## config.mk

```make
export PLATFORM = sky130hd
export DESIGN_NAME = tpcu_timer
export DESIGN_NICKNAME = d
export VERILOG_FILES = /design/src/tpcu_timer.v
export VERILOG_INCLUDE_DIRS = /design/src
export SDC_FILE = /design/constraint.sdc
export NUM_CORES = 1
export LEC_CHECK = 0
export CAP_MARGIN = 20
export CORE_MARGIN = 2
export CORE_UTILIZATION = 25
export DETAILED_ROUTE_END_ITERATION = 8
export DONT_BUFFER_PORTS = 1
export HOLD_SLACK_MARGIN = 0.06
export SKIP_CTS_REPAIR_TIMING = 1
export SYNTH_ARGS = -nofsm -noshare
export SYNTH_HDL_FRONTEND = slang
export SYNTH_SLANG_ARGS = --single-unit
```

## constraint.sdc

```tcl
create_clock -name clk_in -period 4.77 [get_ports clk_in]
set_input_delay 0.477 -clock clk_in [delete_from_list [all_inputs] [get_ports clk_in]]
set_output_delay 0.477 -clock clk_in [all_outputs]
set_load 0.03 [all_outputs]
```

## src/tpcu_regs.vh

```
// Register map, field positions, encodings and reset values of the timer unit
`ifndef TPCU_REGS_VH
`define TPCU_REGS_VH

// ----------------------------------------------------------------
// Register byte offsets
// ----------------------------------------------------------------
`define TPCU_OFF_STATUS_CONTROL 6'h00
`define TPCU_OFF_COUNT          6'h04
`define TPCU_OFF_MODULUS        6'h08
`define TPCU_OFF_INT_STATUS     6'h0C
`define TPCU_OFF_INT_MASK       6'h10
`define TPCU_OFF_OPTION         6'h14
`define TPCU_OFF_CH_BASE        6'h20
`define TPCU_CH_STRIDE_LOG2     3

// ----------------------------------------------------------------
// Field positions
// ----------------------------------------------------------------
`define TPCU_SC_PRESC_LSB       0
`define TPCU_SC_CLKSEL_LSB      3
`define TPCU_SC_CENTER_BIT      5
`define TPCU_SC_W               6
`define TPCU_OPT_ROUTE_BIT      0
`define TPCU_CC_MODE_LSB        0
`define TPCU_CC_EDGE_LSB        2
`define TPCU_CC_ACT_LSB         4
`define TPCU_CC_POL_BIT         6
`define TPCU_CC_W               7
`define TPCU_STS_TC_BIT         0
`define TPCU_STS_W              3
`define TPCU_MAX_CH             2

// ----------------------------------------------------------------
// Encodings
// ----------------------------------------------------------------
`define TPCU_CLK_OFF            2'h0
`define TPCU_CLK_BUS            2'h1
`define TPCU_CLK_EXT            2'h3
`define TPCU_MODE_OFF           2'h0
`define TPCU_MODE_CAPTURE       2'h1
`define TPCU_MODE_COMPARE       2'h2
`define TPCU_MODE_PWM           2'h3
`define TPCU_ACT_NONE           2'h0
`define TPCU_ACT_TOGGLE         2'h1
`define TPCU_ACT_CLEAR          2'h2
`define TPCU_ACT_SET            2'h3

// ----------------------------------------------------------------
// Reset values
// ----------------------------------------------------------------
`define TPCU_RST_SC             6'h00
`define TPCU_RST_MODULUS        16'h0000
`define TPCU_RST_CC             7'h00
`define TPCU_RST_VALUE          16'h0000
`define TPCU_FULL_RANGE         16'hFFFF
`define TPCU_PRESC_ALL          7'h7F

`endif

```

## src/tpcu_timer.v

```verilog
// Timer unit with prescaled 16-bit counter, capture/compare/PWM channels and Avalon-MM slave
`timescale 1ns/1ps
`include "tpcu_regs.vh"

// Notes on behaviour
// - The counter clock goes through a prescaler dividing by 1, 2, 4, 8, 16, 32, 64 or 128.
// - The 16-bit counter counts either freely upward or up and down, the latter for center-aligned PWM.
// - A 16-bit modulus register limits the range over which the counter counts.
// - Each channel has its own interrupt source and the unit raises a terminal-count interrupt per range.
// - Each channel is set on its own to input capture, output compare or buffered edge-aligned PWM.
// - Capture triggers on a selectable rising edge, falling edge or either edge of the channel input.
// - A compare match sets, clears or toggles the channel output as selected per channel.
// - Output polarity of each channel is selectable whenever it generates PWM.
// - The unit supports buffered center-aligned PWM on all of its channels at once.
// - With comparator routing on, the analog comparator output is the input of capture channel 0.
// - With comparator routing on, the channel 0 pin is never driven, whatever the timer setup.
// - Clock-source select at 1:1 makes the external timer clock pin the counter clock.
// - The external timer clock can clock the modulo timer and this timer at the same time.
// - Each instance has its own clock-source selection, independent of any other instance.
// - The channel count is a per-instance parameter, one or two channels.

module tpcu_timer #(
	parameter NUM_CH = 2
) (
	input  wire                clk_in,
	input  wire                arst_n_in,
	input  wire                ce_in,
	input  wire [5:0]          avs_address_in,
	input  wire                avs_read_in,
	input  wire                avs_write_in,
	input  wire [31:0]         avs_writedata_in,
	input  wire [3:0]          avs_byteenable_in,
	output reg  [31:0]         avs_readdata_out,
	output wire                avs_waitrequest_out,
	output wire                irq_out,
	input  wire                external_timer_clock_pin_in,
	input  wire                analog_comparator_in,
	input  wire [NUM_CH-1:0]   ch_pin_in,
	output wire [NUM_CH-1:0]   ch_pin_out,
	output wire [NUM_CH-1:0]   ch_pin_oe_out,
	output reg                 modulo_timer_clock_out
);

	// ----------------------------------------------------------------
	// Decode helpers
	// ----------------------------------------------------------------
	function [15:0] merge16;
		input [15:0] old_val;
		input [31:0] wdata;
		input [3:0]  be;
		begin
			merge16 = {be[1] ? wdata[15:8] : old_val[15:8], be[0] ? wdata[7:0] : old_val[7:0]};
		end
	endfunction

	// Mode field of a channel control word
	function [1:0] mode_of;
		input [`TPCU_CC_W-1:0] ctrl;
		begin
			mode_of = ctrl[`TPCU_CC_MODE_LSB +: 2];
		end
	endfunction

	// Channel register write select, shared by the value and control paths
	function ch_wr;
		input [2:0] sel;
		input       is_value;
		input       idx;
		begin
			ch_wr = sel[2] & (sel[1] == is_value) & (sel[0] == idx);
		end
	endfunction

	// Channel register hit: returns {hit, is_value, channel}
	function [2:0] ch_decode;
		input [5:0] addr;
		begin
			ch_decode = 3'h0;
			if (addr[5:4] == `TPCU_OFF_CH_BASE >> 4 && addr[3:`TPCU_CH_STRIDE_LOG2] < NUM_CH && addr[1:0] == 2'h0) begin
				ch_decode = {1'b1, addr[2], addr[3]};
			end
		end
	endfunction

	// ----------------------------------------------------------------
	// State
	// ----------------------------------------------------------------
	reg  [`TPCU_SC_W-1:0]  status_control;
	reg  [15:0]            modulus;
	reg  [15:0]            count;
	reg                    count_down;
	reg  [6:0]             presc;
	reg  [`TPCU_STS_W-1:0] int_status;
	reg  [`TPCU_STS_W-1:0] int_mask;
	reg                    comparator_capture_route;
	reg  [`TPCU_CC_W-1:0]  ch_ctrl   [0:`TPCU_MAX_CH-1];
	reg  [15:0]            val_buf   [0:`TPCU_MAX_CH-1];
	reg  [15:0]            val_act   [0:`TPCU_MAX_CH-1];
	reg  [`TPCU_MAX_CH-1:0] ch_out;
	reg  [`TPCU_MAX_CH-1:0] cap_prev;
	reg                    ack;
	reg  [1:0]             ext_sync;
	reg                    ext_prev;
	reg  [1:0]             cmp_sync;
	reg  [15:0]            next_count;
	reg                    next_count_down;
	reg  [31:0]            next_readdata;

	wire [`TPCU_MAX_CH-1:0] cap_in;
	wire [`TPCU_MAX_CH-1:0] cap_hit;
	wire [`TPCU_MAX_CH-1:0] cmp_hit;
	wire [`TPCU_MAX_CH-1:0] oe_all;

	// ----------------------------------------------------------------
	// Bus handshake
	// ----------------------------------------------------------------
	// One wait cycle per access gives read data a full cycle to settle
	wire       access  = avs_read_in | avs_write_in;
	wire       wr_en   = avs_write_in & ack;
	wire [2:0] ch_sel  = ch_decode(avs_address_in);
	assign avs_waitrequest_out = access & ~ack;

	// Read data is captured in the wait cycle and held until the next access
	always @(posedge clk_in or negedge arst_n_in) begin
		if (!arst_n_in) begin
			ack              <= 1'b0;
			avs_readdata_out <= 32'h0000_0000;
		end else if (ce_in) begin
			ack <= access & ~ack;
			if (access & ~ack) begin
				avs_readdata_out <= next_readdata;
			end
		end
	end

	// ----------------------------------------------------------------
	// Input synchronisers
	// ----------------------------------------------------------------
	// Only the second stage is read, so a metastable first stage never reaches logic
	always @(posedge clk_in or negedge arst_n_in) begin
		if (!arst_n_in) begin
			ext_sync <= 2'h0;
			cmp_sync <= 2'h0;
		end else if (ce_in) begin
			ext_sync <= {ext_sync[0], external_timer_clock_pin_in};
			cmp_sync <= {cmp_sync[0], analog_comparator_in};
		end
	end

	// ----------------------------------------------------------------
	// Clock source and prescaler
	// ----------------------------------------------------------------
	wire [1:0] clock_source_select = status_control[`TPCU_SC_CLKSEL_LSB +: 2];
	wire [2:0] presc_sel   = status_control[`TPCU_SC_PRESC_LSB +: 3];
	wire       center_aligned_mode = status_control[`TPCU_SC_CENTER_BIT];
	wire       ext_rise    = ext_sync[1] & ~ext_prev;
	wire       src_tick    = (clock_source_select == `TPCU_CLK_BUS) |
	                         ((clock_source_select == `TPCU_CLK_EXT) & ext_rise);
	wire [6:0] presc_mask  = `TPCU_PRESC_ALL >> (3'd7 - presc_sel);
	wire       cnt_tick    = src_tick & ((presc & presc_mask) == presc_mask);
	// Zero modulus keeps the full range, so with the modulus unset the counter still counts
	wire [15:0] top        = (modulus == 16'h0000) ? `TPCU_FULL_RANGE : modulus;
	wire       boundary    = cnt_tick & (next_count == 16'h0000) & (count != 16'h0000);

	// ----------------------------------------------------------------
	// Counter next state
	// ----------------------------------------------------------------
	always @* begin
		next_count      = count;
		next_count_down = count_down;
		if (cnt_tick) begin
			if (center_aligned_mode) begin
				if (!count_down) begin
					if (count >= top) begin
						next_count_down = 1'b1;
						next_count      = count - 16'h0001;
					end else begin
						next_count = count + 16'h0001;
					end
				end else if (count <= 16'h0001) begin
					next_count      = 16'h0000;
					next_count_down = 1'b0;
				end else begin
					next_count = count - 16'h0001;
				end
			end else begin
				next_count_down = 1'b0;
				next_count      = (count >= top) ? 16'h0000 : count + 16'h0001;
			end
		end
	end

	// ----------------------------------------------------------------
	// Channel inputs and pins
	// ----------------------------------------------------------------
	genvar gi;
	generate
		for (gi = 0; gi < `TPCU_MAX_CH; gi = gi + 1) begin : g_ch
			if (gi < NUM_CH) begin : g_on
				reg [1:0] pin_sync;
				wire [1:0] mode = mode_of(ch_ctrl[gi]);
				wire [1:0] edge_sel = ch_ctrl[gi][`TPCU_CC_EDGE_LSB +: 2];
				always @(posedge clk_in or negedge arst_n_in) begin
					if (!arst_n_in) begin
						pin_sync <= 2'h0;
					end else if (ce_in) begin
						pin_sync <= {pin_sync[0], ch_pin_in[gi]};
					end
				end
				if (gi == 0) begin : g_route
					assign cap_in[gi] = comparator_capture_route ? cmp_sync[1] : pin_sync[1];
				end else begin : g_pin
					assign cap_in[gi] = pin_sync[1];
				end
				assign cap_hit[gi] = (mode == `TPCU_MODE_CAPTURE) &
				                     ((edge_sel[0] & cap_in[gi] & ~cap_prev[gi]) |
				                      (edge_sel[1] & ~cap_in[gi] & cap_prev[gi]));
				assign cmp_hit[gi] = cnt_tick & (count == val_act[gi]) &
				                     ((mode == `TPCU_MODE_COMPARE) | (mode == `TPCU_MODE_PWM));
				assign oe_all[gi]  = ((mode == `TPCU_MODE_PWM) |
				                      ((mode == `TPCU_MODE_COMPARE) & (ch_ctrl[gi][`TPCU_CC_ACT_LSB +: 2] != `TPCU_ACT_NONE))) &
				                     ~((gi == 0) & comparator_capture_route);
				assign ch_pin_out[gi]    = ch_out[gi];
				assign ch_pin_oe_out[gi] = oe_all[gi];
			end else begin : g_off
				assign cap_in[gi]  = 1'b0;
				assign cap_hit[gi] = 1'b0;
				assign cmp_hit[gi] = 1'b0;
				assign oe_all[gi]  = 1'b0;
			end
		end
	endgenerate

	// ----------------------------------------------------------------
	// Interrupt
	// ----------------------------------------------------------------
	wire [`TPCU_STS_W-1:0] evt = {cmp_hit | cap_hit, boundary};
	assign irq_out = |(int_status & int_mask);

	// ----------------------------------------------------------------
	// Read mux
	// ----------------------------------------------------------------
	always @* begin
		next_readdata = 32'h0000_0000;
		if (ch_sel[2]) begin
			if (ch_sel[1]) begin
				next_readdata[15:0] = val_buf[ch_sel[0]];
			end else begin
				next_readdata[`TPCU_CC_W-1:0] = ch_ctrl[ch_sel[0]];
			end
		end else begin
			case (avs_address_in)
				`TPCU_OFF_STATUS_CONTROL: next_readdata[`TPCU_SC_W-1:0]  = status_control;
				`TPCU_OFF_COUNT:          next_readdata[15:0]             = count;
				`TPCU_OFF_MODULUS:        next_readdata[15:0]             = modulus;
				`TPCU_OFF_INT_STATUS:     next_readdata[`TPCU_STS_W-1:0] = int_status;
				`TPCU_OFF_INT_MASK:       next_readdata[`TPCU_STS_W-1:0] = int_mask;
				`TPCU_OFF_OPTION:         next_readdata[`TPCU_OPT_ROUTE_BIT] = comparator_capture_route;
				default:                  next_readdata = 32'h0000_0000;
			endcase
		end
	end

	// ----------------------------------------------------------------
	// Main sequential logic
	// ----------------------------------------------------------------
	integer i;
	always @(posedge clk_in or negedge arst_n_in) begin
		if (!arst_n_in) begin
			status_control           <= `TPCU_RST_SC;
			modulus                  <= `TPCU_RST_MODULUS;
			count                    <= 16'h0000;
			count_down               <= 1'b0;
			presc                    <= 7'h00;
			int_status               <= {`TPCU_STS_W{1'b0}};
			int_mask                 <= {`TPCU_STS_W{1'b0}};
			comparator_capture_route <= 1'b0;
			ext_prev                 <= 1'b0;
			modulo_timer_clock_out   <= 1'b0;
			ch_out                   <= {`TPCU_MAX_CH{1'b0}};
			cap_prev                 <= {`TPCU_MAX_CH{1'b0}};
			for (i = 0; i < `TPCU_MAX_CH; i = i + 1) begin
				ch_ctrl[i] <= `TPCU_RST_CC;
				val_buf[i] <= `TPCU_RST_VALUE;
				val_act[i] <= `TPCU_RST_VALUE;
			end
		end else if (ce_in) begin
			ext_prev <= ext_sync[1];
			cap_prev <= cap_in;
			// Same synchronised edge feeds the modulo timer, whatever this unit selects
			modulo_timer_clock_out <= ext_rise;

			if (src_tick) begin
				presc <= presc + 7'h01;
			end
			count      <= next_count;
			count_down <= next_count_down;

			// A new event wins over a write-one-to-clear in the same cycle
			int_status <= (int_status & ~((wr_en && avs_address_in == `TPCU_OFF_INT_STATUS) ?
			              avs_writedata_in[`TPCU_STS_W-1:0] : {`TPCU_STS_W{1'b0}})) | evt;

			for (i = 0; i < `TPCU_MAX_CH; i = i + 1) begin
				if (i < NUM_CH) begin
					case (mode_of(ch_ctrl[i]))
						`TPCU_MODE_COMPARE: begin
							val_act[i] <= val_buf[i];
							if (cmp_hit[i]) begin
								case (ch_ctrl[i][`TPCU_CC_ACT_LSB +: 2])
									`TPCU_ACT_TOGGLE: ch_out[i] <= ~ch_out[i];
									`TPCU_ACT_CLEAR:  ch_out[i] <= 1'b0;
									`TPCU_ACT_SET:    ch_out[i] <= 1'b1;
									default:          ch_out[i] <= ch_out[i];
								endcase
							end
						end
						`TPCU_MODE_PWM: begin
							// Buffered duty loads only at a period end to avoid runt pulses
							if (boundary) begin
								val_act[i] <= val_buf[i];
							end
							ch_out[i] <= (next_count < val_act[i]) ^ ch_ctrl[i][`TPCU_CC_POL_BIT];
						end
						default: begin
							val_act[i] <= val_buf[i];
							ch_out[i]  <= 1'b0;
						end
					endcase
					if (cap_hit[i]) begin
						val_buf[i] <= count;
					end else if (wr_en && ch_wr(ch_sel, 1'b1, i[0])) begin
						val_buf[i] <= merge16(val_buf[i], avs_writedata_in, avs_byteenable_in);
					end
					if (wr_en && ch_wr(ch_sel, 1'b0, i[0]) && avs_byteenable_in[0]) begin
						ch_ctrl[i] <= avs_writedata_in[`TPCU_CC_W-1:0];
					end
				end
			end

			if (wr_en && !ch_sel[2]) begin
				case (avs_address_in)
					`TPCU_OFF_STATUS_CONTROL: begin
						if (avs_byteenable_in[0]) begin
							status_control <= avs_writedata_in[`TPCU_SC_W-1:0];
						end
					end
					`TPCU_OFF_COUNT: begin
						// Any write restarts the count and prescaler
						count      <= 16'h0000;
						count_down <= 1'b0;
						presc      <= 7'h00;
					end
					`TPCU_OFF_MODULUS:  modulus <= merge16(modulus, avs_writedata_in, avs_byteenable_in);
					`TPCU_OFF_INT_MASK: begin
						if (avs_byteenable_in[0]) begin
							int_mask <= avs_writedata_in[`TPCU_STS_W-1:0];
						end
					end
					`TPCU_OFF_OPTION: begin
						if (avs_byteenable_in[0]) begin
							comparator_capture_route <= avs_writedata_in[`TPCU_OPT_ROUTE_BIT];
						end
					end
					default: begin
						modulus <= modulus;
					end
				endcase
			end
		end
	end

endmodule // tpcu_timer

```

==> results.md, run 1 <==
* Clock Skew at 0.00920 ns
* Switch share at between 30% and 40%
* Row count at 74
* Global-route wire length before repair at 51700 microns
* Clock share of power at 27.9%
* Worst Tran Pin Value at 1.03 ns
* Worst r2r path cells at 20
* Yosys reg bits at 162
* CP Capture Type: register
* Clk Latency, worst-skew pair at 0.46 ns
* Fin util at 31.4%
* Clock slew at the register clock pins of the worst setup and hold paths at 0.07 ns
* Initial Util at 25.5%
* Final min period at ~5.3 ns
* Pwr Density at 360 nW/um^2
* Max_slew headroom at 30.9%
* CP most frequent cell: buf_6
* Final net count at 1273
* Fmax at 188 MHz
* Fin Setup TNS at -17.49 ns
* Psw at 0.00170 W
* Top cells by area, synth: dfrtp_1, mux2_2, ha_1
* Global-route usage over all layers at 15.5%
* Drt wl/cell at between 20 and 25 microns
* Area Growth Syn to Fin at 23.4%
* Synth Instances at about 1100
* Failing checks: negative setup slack
* H-tree Lvls at 4
* RSZ-0062 raised after global routing: yes
* Die W at 208 microns
* Yosys warnings at 0
* P_int at 0.00294 W
* Ys flop type: dfrtp_1
* Sequential share of power at between 30 and 40%
* Drt initial violations at between 700 and 800
* Number of global-route vias before repair at roughly 8800
* Antenna violations before repair at 0
* GR Overflow Total at 0
* Final ANT Viol Nets at 0
* Sequential share of the synthesized area at 38.8%
* VDD IR max at 0.226 mV
* Largest area contributor in the netlist: dfrtp_1
* Tcrit/Tclk final at 112%
* Total CTS buffers at 17
* Hold Fails Final Rpt at 0
* Worst R2R End: val_act[26]
* Ys async rst share at 100%
* Count of pins over their slew limit at 0
* Met3 usage at 3.08%
* Die H at 208 microns
* Worst setup margin at -0.562 ns
* GPL Wtd Cong at 0.912
* # setup viols final at 35
* Drc violations at 0
* Via count at 8957
* R2R Path Start: modulus[9]
* Max Cap Viol at 0
* TritonCTS clock tree: built
* Critical-path maximum fanout at 8
* Top cells by count, synth: dfrtp_1, nand2_1, o21ai_0
* IO buf count at 0
* Layer with the highest usage: met2
* Most common cell in the netlist: dfrtp_1
* Detailed Routing Iterations Pass 1 at 5
* Logic pwr share at 38.5%
* Design area at ~13000 sq um
* Placed cell areas at 11600 sq um
* Cell Area, Synth at 10400 sq um
* CP Cell Sequence: nor4_4 -> and4_1 -> buf_6 -> buf_6 -> nor2_4 -> ha_4 -> a21oi_4 -> nor3_4 -> or4_4 -> nor4_4 -> buf_6 -> buf_12 -> nor2_4 -> buf_6 -> a221o_1 -> or4_4 -> nor4_4 -> a22oi_2 -> buf_12 -> mux2_4
* Met1 track demand over resource at 18.7%
* Post-synth EDFFs at 0
* Dpl hpwl at 24300 microns
* Clock Path Buffers at 2
* Synth top area share at 38.8%
* WL final at 34600 microns
* WP data arrival at ~5.7 ns
* Syn Area/Cell at roughly 9.6 sq um
* Netlist cell types at 74
* Crit path required time at about 5.1 ns
* Root buf cell: clkbuf_16
* WS Path Type: reg2reg
* CP max-delay cell: or4_4
* Drt via density at 5.22
* I/O pins at 90
* Die area at 43400 sq um
* Core Box Area at about 41000 sq um
* ANT cells at 0
* Largest net degree at the start of global routing at 163
* Startpoint types: register
* Setup slack, reg-to-reg at -0.56 ns
* Worst Hold Class: in2async
* M2 GR Usage at 26.8%
* Slowest stage delay, CP at 0.56 ns
* Share of layout cells above drive strength 1 at 28.6%
* Clock sink total at 162
* Total power at 0.00464 W
* Leak at 5.69 nW
* Run status: complete, but fails checks
routing by layer:
layer | wire length (microns) | up-vias
met1 | 14000 | 4497
li1 | - | 4090
met2 | 17600 | 312
met4 | 1060 | 0
met5 | 0 | -
met3 | 2030 | 58
cell families (layout without fill, tap and decap cells):
logic type / after synthesis / in the layout / share of synthesized area (%)
and+or+nand+nor: 332 / 332 / 16.0
AOI/OAI and AO/OA: 231 / 231 / 14.4
DFF: 162 / 162 / 38.8
buffers and inverters: 144 / 223 / 5.95
muxes: 130 / 130 / 15.3
adders and majority gates: 51 / 51 / 6.11
xor gates and xnor gates: 39 / 39 / 3.27
other: 1 / 16 / 0.0359
worst max-delay path by stage:
stage | start | endpoint | slack [ns] | cells after the start
finish | modulus[9] | val_act[26] | -0.56 | 20
floorplan | modulus[3] | ch_pin_out[0] | 0.01 | 21
detailed placement | modulus[10] | ch_pin_out[1] | -0.89 | 23
global route | modulus[15] | ch_pin_out[0] | -0.61 | 25
CTS | modulus[10] | ch_pin_out[1] | -0.93 | 23
global placement | modulus[10] | ch_pin_out[0] | -0.78 | 20
state kept, by name, indices dropped and copies added (netlist names), 2 cells and up:
register / flops
avs_readdata_out: 16
cap_prev: 2
ch_ctrl: 14
ch_pin_out: 2
cmp_sync: 2
count: 16
ext_sync: 2
g_ch.g_on.pin_sync: 4
int_mask: 3
int_status: 3
modulus: 16
presc: 7
status_control: 6
val_act: 32
val_buf: 32
placed cells by master, fill, tap and decap left out, types with 27 or more instances in the layout:
cell     instances
mux2_2          71
dfrtp_1        162
mux2i_1         30
nand3_1         27
inv_1           59
ha_1            36
nand2_1        113
o21ai_0         74
buf_4          109
nor2_1          52
xor2_1          36
a21oi_1         29
worst max-delay path: cells and delay by family (launching register included):
kind | cells | cell delay (ns)
buffers and inverters | 6 | 0.90
AND/OR/NAND/NOR | 9 | 2.66
adder cells (fa/ha/maj) | 1 | 0.15
multiplexers | 1 | 0.30
flip-flops | 1 | 0.41
AO/OA/AOI/OAI | 3 | 0.75
power by group through the flow:
stage	Combinational (W)	Clock [W]	Sequential, W
2_1_floorplan	0.000884	0	0.00156
3_3_place_gp	0.00133	0	0.00157
3_5_place_dp	0.00136	0	0.00158
4_1_cts	0.00137	0.00131	0.00155
5_1_grt	0.00192	0.00137	0.00157
6_report	0.00179	0.00129	0.00156
layout make-up:
class | count | area (sq um)
inverter | 63 | 243
sequential | 162 | 4050
tap | 532 | 666
timing repair buffer | 128 | 1080
clock inverter | 13 | 104
clock buffer | 19 | 433
multi-input combinational | 799 | 6320
fill | 4139 | 28100
stage by stage:
stage,hold WS (ns),worst slack (ns),instances
after floorplan,0.181,0.0149,1105
after global placement,0.189,-0.775,1656
after detailed placement,0.189,-0.888,1656
after CTS,-0.304,-0.933,1688
after global routing,0.106,-0.608,1716
final,0.00448,-0.562,1716
(Power assumes the default switching activity.)
==> inputs of run 2 (changes only) <==
Settings changed: CTS_CLUSTER_SIZE set to 16.
Clock period 4.77 ns to 5.9 ns, I/O delays scaled along.
==> results.md, run 2 (synthesis results as in run 1) <==
* Run status: completed (was complete, but fails checks)
* Worst setup margin at 0.406 ns (was -0.562 ns)
* Clock Path Buffers at 2 (unchanged)
* Pwr Density at 288 nW/um^2 (was 360 nW/um^2)
* VDD IR max at 0.201 mV (was 0.226 mV)
* WL final at 32800 microns (was 34600 microns)
* Drt initial violations at 757 (was 799)
* Area Growth Syn to Fin at 13.3% (was 23.4%)
* Number of global-route vias before repair at 8299 (was 8832)
* Drt via density at 5.16 (was 5.22)
* ANT cells at 0 (unchanged)
* Critical-path maximum fanout at 8 (unchanged)
* Startpoint types: register (unchanged)
* Post-Place Worst Slack at 0.470 ns (was -0.888 ns)
* Largest regs: val_act x32, val_buf x32 (unchanged)
* Worst Hold Class: in2async (unchanged)
* Worst hold slack at 0.127 ns (was 0.00448 ns)
* Max Cap Viol at 0 (unchanged)
* Clock sink total at 162 (unchanged)
* # setup viols final at 0 (was 35)
* Crit path required time at 6.29 ns (was 5.11 ns)
* Clock slew at the register clock pins of the worst setup and hold paths at 0.07 ns (about the same)
* Core Box Area at 41000 sq um (unchanged)
* Total CTS buffers at 17 (unchanged)
* CP Capture Type: register (unchanged)
* RSZ-0062 raised after global routing: no (was yes)
* I/O pins at 90 (unchanged)
* Clk Latency, worst-skew pair at 0.45 ns (was 0.46 ns)
* Detailed Routing Iterations Pass 1 at 6 (was 5)
* Drc violations at 0 (unchanged)
* GPL Wtd Cong at 0.878 (was 0.912)
* Tcrit/Tclk final at 93.1% (was 112%)
* Final min period at 5.49 ns (was 5.33 ns)
* WP data arrival at 5.88 ns (was 5.68 ns)
* Die W at 208 microns (unchanged)
* Leak at 5.25 nW (was 5.69 nW)
* Dpl hpwl at 23600 microns (was 24300 microns)
* Count of pins over their slew limit at 0 (unchanged)
* Final net count at 1201 (was 1273)
* Initial Util at 25.5% (unchanged)
* Antenna violations before repair at 0 (unchanged)
* Fin util at 28.9% (was 31.4%)
* Most frequent cells in the layout: dfrtp_1, nand2_1, o21ai_0 (was dfrtp_1, nand2_1, buf_4)
* IO buf count at 0 (unchanged)
* Filler cell count at 4276 (was 4139)
* H-tree Lvls at 4 (unchanged)
* Final ANT Viol Nets at 0 (unchanged)
* TritonCTS clock tree: built (unchanged)
* Global-route usage over all layers at 15.0% (was 15.5%)
* Global-route wire length before repair at 49900 microns (was 51700 microns)
* Root buf cell: clkbuf_16 (unchanged)
* Clock Skew at 0.0106 ns (was 0.00920 ns)
* Max_slew headroom at 23.5% (was 30.9%)
* Hold Fails Final Rpt at 0 (unchanged)
* Drt wl/cell at 19.9 microns (was 20.2 microns)
* Via count at 8490 (was 8957)
* Die H at 208 microns (unchanged)
* Worst Tran Pin Value at 1.14 ns (was 1.03 ns)
* Share of layout cells above drive strength 1 at 18.2% (was 28.6%)
* GR Overflow Total at 0 (unchanged)
* Slowest stage delay, CP at 0.56 ns (about the same)
* Fmax at 182 MHz (was 188 MHz)
* Total power at 0.00340 W (was 0.00464 W)
* Die area at 43400 sq um (unchanged)
* WS Path Type: reg2reg (unchanged)
* Largest net degree at the start of global routing at 163 (unchanged)
* Setup slack, reg-to-reg at 0.41 ns (was -0.56 ns)
* CP max-delay cell: or4_4 (unchanged)
* Row count at 74 (unchanged)
* Most common cell after layout, fill and taps aside: dfrtp_1 (unchanged)
* Fin Setup TNS at 0 ns (was -17.49 ns)
run 2: worst paths after layout:
kind / from / endpoint / cells past startpoint
min in group clk_in: ce_in / cap_prev[0] / 1
setup / recovery: modulus[3] / ch_pin_out[0] / 25
hold reg to reg: g_ch[0].g_on.pin_sync[0] / g_ch[0].g_on.pin_sync[1] / 1
max in group asynchronous: arst_n_in / modulus[9] / 1
setup reg to reg: modulus[3] / ch_pin_out[0] / 25
hold / removal: arst_n_in / presc[3] / 1
run 2: power by group:
part | internal [W] | total, W | switching (W)
combinational | 0.000415 | 0.00101 | 0.000599
clock | 0.000617 | 0.00109 | 0.000474
sequential | 0.00118 | 0.00130 | 0.000118
run 2: routing by layer:
layer  wire, microns  GRT usage [%]  vias up
met4             995           6.38        0
met3            1830           2.49       52
li1                -              -     3940
met1           13800           19.2     4236
met5               0              0        -
met2           16100           25.1      262
run 2: per-stage QoR:
| step | area [sq um] | instances |
|---|---|---|
| after global routing | 11800 | 1644 |
| after CTS | 11800 | 1640 |
| after detailed placement | 11200 | 1608 |
| after floorplan | 10500 | 1105 |
| final | 11800 | 1644 |
| after global placement | 11200 | 1606 |
run 2: worst max-delay path, delay by kind of cell (launching register included):
family	cells	cell delay, ns
XOR/XNOR	1	0.34
flip-flops	1	0.41
AND/OR/NAND/NOR	9	1.75
AO/OA/AOI/OAI	8	1.54
buffers and inverters	5	0.79
adder cells (fa/ha/maj)	2	0.58
run 2: layout make-up:
type,instances,area (sq um),area share (%)
tap,532,666,5.62
inverter,63,236,2.00
timing repair buffer,56,468,3.95
clock inverter,10,100,0.846
clock buffer,22,474,4.01
multi-input combinational,799,5840,49.3
sequential,162,4050,34.2
